`config.mk`:
```
export PLATFORM = sky130hd
export DESIGN_NAME = interrupt_enable_regs_3_4
export DESIGN_NICKNAME = d
export VERILOG_FILES = /design/src/rtl/irq_enable_pkg.sv /design/src/rtl/ahb_reg_port.sv /design/src/rtl/interrupt_enable_regs_3_4.sv
export SDC_FILE = /design/constraint.sdc
export NUM_CORES = 1
export LEC_CHECK = 0
export ABC_CLOCK_PERIOD_IN_PS = 3380
export BUFFER_PORTS_ARGS = -buffer_cell sky130_fd_sc_hd__buf_2
export CAP_MARGIN = 20
export CORE_MARGIN = 4
export CORE_UTILIZATION = 54
export DETAILED_ROUTE_END_ITERATION = 16
export GPL_ROUTABILITY_DRIVEN = 0
export PLACE_DENSITY = 0.91
export SLEW_MARGIN = 20
export SYNTH_ARGS = -nofsm -noshare
export SYNTH_HDL_FRONTEND = slang
export SYNTH_SLANG_ARGS = --single-unit
```
`constraint.sdc`:
```
create_clock -name hclk -period 3.38 [get_ports hclk]
set_input_delay 0.676 -clock hclk [delete_from_list [all_inputs] [get_ports hclk]]
set_output_delay 0.676 -clock hclk [all_outputs]
set_load 0.02 [all_outputs]
```
`src/rtl/irq_enable_pkg.sv`:
```
// constants, types and notes for the interrupt enable register bank
// ----------------------------------------------------------------------------
// Notes on behaviour
// - the third enable register holds r/w enables for the clock/calendar at bit 14, pin 4 at bit 6, pin 3 at bit 5, second i2c master at bit 2 and second i2c slave at bit 1, cleared at reset, every other bit reads zero.
// - bit 13 of the fourth enable register is a r/w enable for the charge-time measurement request.
// - bit 8 of the fourth enable register is a r/w enable for the low-voltage detector request.
// - bit 3 of the fourth enable register is a r/w enable for the checksum generator request.
// - bit 2 of the fourth enable register is a r/w enable for the second uart error request.
// - bit 1 of the fourth enable register is a r/w enable for the first uart error request.
// - bits 15-14, 12-9, 7-4 and 0 of the fourth enable register read as zero.
// - a stored one lets its source request an interrupt, a stored zero blocks it.
// - every implemented enable bit is cleared by reset, so nothing is enabled after reset.
// ----------------------------------------------------------------------------
package irq_enable_pkg;

  // ----------------------------------------------------------------------------
  // register map
  // ----------------------------------------------------------------------------
  localparam logic [31:0] IE3_ADDR    = 32'h0000_0000;
  localparam logic [31:0] IE4_ADDR    = 32'h0000_0004;
  localparam logic [31:0] STATUS_ADDR = 32'h0000_0008;
  localparam logic [31:0] CLEAR_ADDR  = 32'h0000_000c;
  localparam logic [31:0] IRQ_EN_ADDR = 32'h0000_0010;

  // ----------------------------------------------------------------------------
  // field positions
  // ----------------------------------------------------------------------------
  localparam int unsigned CLOCK_CAL_BIT    = 14;
  localparam int unsigned PIN4_BIT         = 6;
  localparam int unsigned PIN3_BIT         = 5;
  localparam int unsigned I2C2_MASTER_BIT  = 2;
  localparam int unsigned I2C2_SLAVE_BIT   = 1;
  localparam int unsigned CHARGE_TIME_BIT  = 13;
  localparam int unsigned LOW_VOLTAGE_BIT  = 8;
  localparam int unsigned CHECKSUM_BIT     = 3;
  localparam int unsigned UART2_ERROR_BIT  = 2;
  localparam int unsigned UART1_ERROR_BIT  = 1;
  // status, clear and irq enable: third register low half, fourth high half
  localparam int unsigned IE4_STATUS_LSB   = 16;

  localparam logic [15:0] IE3_IMPL_MASK = 16'(
    (1 << CLOCK_CAL_BIT) | (1 << PIN4_BIT) | (1 << PIN3_BIT) |
    (1 << I2C2_MASTER_BIT) | (1 << I2C2_SLAVE_BIT));
  localparam logic [15:0] IE4_IMPL_MASK = 16'(
    (1 << CHARGE_TIME_BIT) | (1 << LOW_VOLTAGE_BIT) | (1 << CHECKSUM_BIT) |
    (1 << UART2_ERROR_BIT) | (1 << UART1_ERROR_BIT));

  // ----------------------------------------------------------------------------
  // reset values
  // ----------------------------------------------------------------------------
  localparam logic [15:0] IE_RESET     = 16'h0000;
  localparam logic [31:0] STATUS_RESET = 32'h0000_0000;
  localparam logic [31:0] IRQ_EN_RESET = 32'h0000_0000;
  localparam logic [31:0] RDATA_RESET  = 32'h0000_0000;

  // ----------------------------------------------------------------------------
  // bus encodings
  // ----------------------------------------------------------------------------
  localparam logic [1:0]  HTRANS_NONSEQ = 2'h2;
  localparam logic [2:0]  HSIZE_WORD    = 3'h2;
  localparam logic [1:0]  HRESP_OKAY    = 2'h0;

  typedef enum logic [1:0] {
    BUS_IDLE,
    BUS_HOLD,
    BUS_DONE
  } bus_phase_t;

endpackage : irq_enable_pkg

```
`src/rtl/ahb_reg_port.sv`:
```
// ahb-lite slave front end with one wait state per whole-word nonsequential transfer, none for other transfers
`timescale 1ns/1ps
module ahb_reg_port import irq_enable_pkg::*; (
  // clock and reset
  input  wire logic        hclk,
  input  wire logic        hresetn,
  // ahb-lite
  input  wire logic        hsel,
  input  wire logic [31:0] haddr,
  input  wire logic [1:0]  htrans,
  input  wire logic [2:0]  hsize,
  input  wire logic        hwrite,
  input  wire logic [31:0] hwdata,
  input  wire logic        hready,
  output logic             hreadyout,
  output logic             hresp,
  output logic [31:0]      hrdata,
  // register side
  output logic             wr_stb,
  output logic [31:0]      reg_addr,
  output logic [31:0]      wr_data,
  input  wire logic [31:0] reg_rdata
);

  typedef struct packed {
    bus_phase_t  phase;
    logic        write;
    logic [31:0] addr;
    logic [31:0] rdata;
  } port_state_t;

  port_state_t s;
  port_state_t next_s;
  logic        accept;

  // ----------------------------------------------------------------------------
  // transfer sequencing
  // ----------------------------------------------------------------------------
  // only whole-word nonsequential transfers act; others get okay and no effect
  assign accept = hsel && hready && (htrans == HTRANS_NONSEQ) && (hsize == HSIZE_WORD);

  always_comb begin
    next_s = s;
    case (s.phase)
      BUS_HOLD: begin
        // wait state lets hrdata come straight from a flop
        if (!s.write) begin
          next_s.rdata = reg_rdata;
        end
        next_s.phase = BUS_DONE;
      end
      default: begin
        if (accept) begin
          next_s.phase = BUS_HOLD;
          next_s.write = hwrite;
          next_s.addr  = haddr;
        end else begin
          next_s.phase = BUS_IDLE;
        end
      end
    endcase
  end

  always_ff @(posedge hclk or negedge hresetn) begin
    if (!hresetn) begin
      s <= '{phase: BUS_IDLE, write: 1'b0, addr: 32'h0000_0000, rdata: RDATA_RESET};
    end else begin
      s <= next_s;
    end
  end

  assign hreadyout = (s.phase != BUS_HOLD);
  assign hresp     = HRESP_OKAY[0];
  assign hrdata    = s.rdata;
  assign wr_stb    = (s.phase == BUS_HOLD) && s.write;
  assign reg_addr  = s.addr;
  assign wr_data   = hwdata;

endmodule : ahb_reg_port

```
`src/rtl/interrupt_enable_regs_3_4.sv`:
```
// interrupt enable registers three and four with request gating
`timescale 1ns/1ps
module interrupt_enable_regs_3_4 import irq_enable_pkg::*; (
  // clock and reset
  input  wire logic        hclk,
  input  wire logic        hresetn,
  // ahb-lite
  input  wire logic        hsel,
  input  wire logic [31:0] haddr,
  input  wire logic [1:0]  htrans,
  input  wire logic [2:0]  hsize,
  input  wire logic        hwrite,
  input  wire logic [31:0] hwdata,
  input  wire logic        hready,
  output logic             hreadyout,
  output logic             hresp,
  output logic [31:0]      hrdata,
  // pending flags from the sources
  input  wire logic [15:0] flag3,
  input  wire logic [15:0] flag4,
  // gated requests to the interrupt controller
  output logic [15:0]      req3,
  output logic [15:0]      req4,
  // summary interrupt
  output logic             irq
);

  // ----------------------------------------------------------------------------
  // state
  // ----------------------------------------------------------------------------
  typedef struct packed {
    logic [15:0] ie3;
    logic [15:0] ie4;
    logic [31:0] status;
    logic [31:0] irq_en;
    logic [15:0] req3;
    logic [15:0] req4;
    logic        irq;
  } bank_state_t;

  bank_state_t s;
  bank_state_t next_s;

  logic        wr_stb;
  logic [31:0] reg_addr;
  logic [31:0] wr_data;
  logic [31:0] reg_rdata;
  logic [31:0] clear_bits;
  logic [31:0] gated;

  // ----------------------------------------------------------------------------
  // bus front end
  // ----------------------------------------------------------------------------
  ahb_reg_port u_port (
    .hclk      (hclk),
    .hresetn   (hresetn),
    .hsel      (hsel),
    .haddr     (haddr),
    .htrans    (htrans),
    .hsize     (hsize),
    .hwrite    (hwrite),
    .hwdata    (hwdata),
    .hready    (hready),
    .hreadyout (hreadyout),
    .hresp     (hresp),
    .hrdata    (hrdata),
    .wr_stb    (wr_stb),
    .reg_addr  (reg_addr),
    .wr_data   (wr_data),
    .reg_rdata (reg_rdata)
  );

  // ----------------------------------------------------------------------------
  // read mux
  // ----------------------------------------------------------------------------
  // unmapped words and the clear register read as zero
  always_comb begin
    if (reg_addr == IE3_ADDR) begin
      reg_rdata = {16'h0000, s.ie3};
    end else if (reg_addr == IE4_ADDR) begin
      reg_rdata = {16'h0000, s.ie4};
    end else if (reg_addr == STATUS_ADDR) begin
      reg_rdata = s.status;
    end else if (reg_addr == IRQ_EN_ADDR) begin
      reg_rdata = s.irq_en;
    end else begin
      reg_rdata = 32'h0000_0000;
    end
  end

  // ----------------------------------------------------------------------------
  // gating and event capture
  // ----------------------------------------------------------------------------
  // enables are zero in unimplemented positions, so those flags never pass
  assign gated = {flag4 & s.ie4, flag3 & s.ie3};

  always_comb begin
    if (wr_stb && (reg_addr == CLEAR_ADDR)) begin
      clear_bits = wr_data;
    end else begin
      clear_bits = 32'h0000_0000;
    end
  end

  // ----------------------------------------------------------------------------
  // next state
  // ----------------------------------------------------------------------------
  always_comb begin
    next_s = s;
    if (wr_stb) begin
      if (reg_addr == IE3_ADDR) begin
        next_s.ie3 = wr_data[15:0] & IE3_IMPL_MASK;
      end else if (reg_addr == IE4_ADDR) begin
        next_s.ie4 = wr_data[15:0] & IE4_IMPL_MASK;
      end else if (reg_addr == IRQ_EN_ADDR) begin
        next_s.irq_en = wr_data;
      end
    end
    // a new event wins over a clear in the same cycle
    next_s.status = (s.status & ~clear_bits) | gated;
    next_s.req3   = gated[15:0];
    next_s.req4   = gated[31:IE4_STATUS_LSB];
    next_s.irq    = |(next_s.status & next_s.irq_en);
  end

  always_ff @(posedge hclk or negedge hresetn) begin
    if (!hresetn) begin
      s <= '{ie3: IE_RESET, ie4: IE_RESET, status: STATUS_RESET, irq_en: IRQ_EN_RESET,
             req3: IE_RESET, req4: IE_RESET, irq: 1'b0};
    end else begin
      s <= next_s;
    end
  end

  assign req3 = s.req3;
  assign req4 = s.req4;
  assign irq  = s.irq;
endmodule : interrupt_enable_regs_3_4

```
==> impl_metrics.csv <==
group,metric,value,unit
timing,worst_slew_pin_slew,0.717,ns
power,leakagePower,3.75,nW
detailed_routing,drt_iter0_drc,691,
critical_path,crit_buf_inv,0,
finish,final_nets,805,
finish,area_delta_synth_final,15.4,%
detailed_routing,vias,5229,
critical_path,cp_slowest_stage_delay,0.50,ns
grt,grt_overflow,0,
timing,setup_viol,0,
grt,grt_pass1_vias,5351,
die,die_w,122,um
timing,rsz0062_at_grt,"false",
die,ios,173,
synthesis,yosysUniqueCellTypes,47,
die,die_area,14800,um2
synthesis,synth_warnings,0,
critical_path,critPathTopFamily,"simple AND/OR/NAND/NOR gates",
synthesis,netlist_area,6980,um2
synthesis,synthCells,604,
timing,final.setup.tns,0,ns
clock_network,clockBufferDepth,2,
timing,fin_skew,0.00628,ns
clock_network,htree_levels,4,
timing,hold_viol,0,
synthesis,synth-main-ff-cell,"dfrtp_1",
detailed_routing,vias_per_cell,5.92,
critical_path,required,3.66,ns
finish,multi_input_area,2630,um2
finish,seqCellArea,3800,um2
synthesis,yosysMostFrequentCell,"dfrtp_1",
synthesis,synth_area_leaders,"dfrtp_1 (54%), mux2_2 (11%), buf_4 (7.0%)",
die,start_util,55.3,%
die,placementRows,41,
clock_network,clock-sinks,152,
finish,drive_gt1_share,35.8,%
synthesis,yosys.area.top_type_share,54.5,%
place,io_buffer_count,127,
critical_path,cpMaxStageDelayCell,"a2111oi_0",
timing,min_period,3.18,ns
synthesis,async_flop_share,100,%
critical_path,crit_chain,"or3b_1, or2_1, nor3_4, mux2_2, a2111oi_0, nand4_1, nand4bb_1",
grt,grt_usage,23.5,%
grt,grt_max_degree,79,
critical_path,critPathKind,"reg2reg",
timing,clock.fmax,314,MHz
clock_network,tritoncts,"yes",
clock_network,postCtsSetupRepairBufs,0,
synthesis,ys_ff_latch,152,
synthesis,synthTopCellsByCount,"dfrtp_1 (152), mux2_2 (68), buf_4 (65), nand2_1 (59), o21ai_0 (37)",
clock_network,clk-insertion-delay-late,0.42,ns
power,total_power,3.97,mW
detailed_routing,drt-total-wl,17100,um
clock_network,cts_buffers,17,
finish,fillers,957,
synthesis,synth_top_cell_by_area,"dfrtp_1",
clock_network,clockRootBuffer,"clkbuf_16",
die,die_h,122,um
critical_path,critPathArrivalTime,3.46,ns
synthesis,avgSynthCellArea,11.6,um2
timing,fin_crit_sh,94.1,%
job,maxCapViolCount,0,
min_path,min_path_type,"in2async",
critical_path,cp-start-kind,"flop",
power,peakVddDrop,0.388,mV
detailed_routing,ant_nets,0,
detailed_routing,wl_per_cell,19.3,um
critical_path,cp_max_fo,7,
clock_network,cts_resized,0,
synthesis,synth_edf_count,0,
grt,grt_pass1_wl,26900,um
grt,antenna_found_initial,3,
place,hpwl,11900,um
status,status,"finished clean",
synthesis,ys_seq_area_share,54.5,%
critical_path,cp-end-kind,"flop",
die,core,12600,um2
timing,maxSlewHeadroom,52.2,%
timing,drv_slew,0,
power,power_density,493,nW/um2
detailed_routing,drt-pass1-iter-count,7,
detailed_routing,drc,0,
clock_network,cts_hold_buf,0,
clock_network,path_clk_slew,0.06,ns
==> layout by cell type (no fill, tap or decap), types with 5 or more instances in the layout <==
| cell type | synthesis | final |
|---|---|---|
| a222oi_1 | 7 | 7 |
| a21boi_0 | 22 | 22 |
| nand3_1 | 10 | 10 |
| o31ai_1 | 6 | 6 |
| nor4_1 | 9 | 9 |
| nand4_1 | 18 | 18 |
| buf_2 | 9 | 126 |
| buf_4 | 65 | 18 |
| inv_1 | 9 | 9 |
| a21oi_1 | 5 | 5 |
| mux2_2 | 68 | 68 |
| conb_1 | 1 | 23 |
| clkbuf_16 | 0 | 17 |
| nand2_1 | 59 | 59 |
| and2_1 | 11 | 11 |
| a21o_1 | 6 | 6 |
| a221oi_1 | 5 | 5 |
| a22oi_1 | 28 | 28 |
| dfrtp_1 | 152 | 152 |
| o21ai_0 | 37 | 37 |
| clkinv_2 | 0 | 7 |
==> sequential cells by signal (all words and copies together) (netlist names) <==
signal,flops
irq,1
req4,5
req3,5
s,74
u_port.hrdata,32
u_port.reg_addr,32
u_port.s,3
==> through the flow <==
step | utilization [%] | hold slack [ns] | area (um2) | cells | setup WS [ns]
after CTS | 63.8 | 0.309 | 8050 | 882 | 0.184
final | 63.9 | 0.286 | 8060 | 884 | 0.199
after global placement | 59.6 | 0.456 | 7520 | 852 | 0.349
after global routing | 63.9 | 0.338 | 8060 | 884 | 0.0386
after detailed placement | 59.6 | 0.466 | 7520 | 852 | 0.252
after floorplan | - | 0.380 | 7060 | 626 | 0.676
==> final timing paths <==
| check | start | end | slack [ns] | cells after the start |
|---|---|---|---|---|
| hold reg to reg | u_port.hrdata[16] | u_port.hrdata[16] | 0.48 | 2 |
| hold / removal | hresetn | s[74] | 0.29 | 1 |
| setup / recovery | u_port.reg_addr[4] | irq | 0.20 | 7 |
| min in group hclk | hwdata[31] | s[96] | 0.46 | 2 |
| max in group asynchronous | hresetn | s[61] | 2.25 | 2 |
| setup reg to reg | u_port.reg_addr[4] | irq | 0.20 | 7 |
==> area by class of cell <==
cell class	count	share of cell area [%]
tap	172	2.67
clock inverter	10	0.994
sequential	152	47.2
antenna	2	0.0621
multi-input combinational	371	32.6
inverter	9	0.419
clock buffer	20	5.67
timing repair buffer	148	10.4
==> kinds of logic after synthesis <==
kind of cell,synth area share [%]
other,0.0537
buffers and inverters,9.30
and+or+nand+nor,10.6
DFF,54.5
AOI/OAI and AO/OA,14.0
muxes,11.6
==> per-layer routing <==
layer  global-route usage (%)  routed length [um]
met1                     28.3                6600
met2                     39.7                8600
met3                     7.20                1540
met4                     9.10                 328
met5                        0                  13
==> power breakdown <==
part / total (mW) / switching [mW] / internal (mW)
Sequential: 1.94 / 0.0462 / 1.89
Combinational: 0.323 / 0.196 / 0.127
Clock: 1.72 / 0.686 / 1.03
No activity file was read; power rests on OpenSTA's default activity.
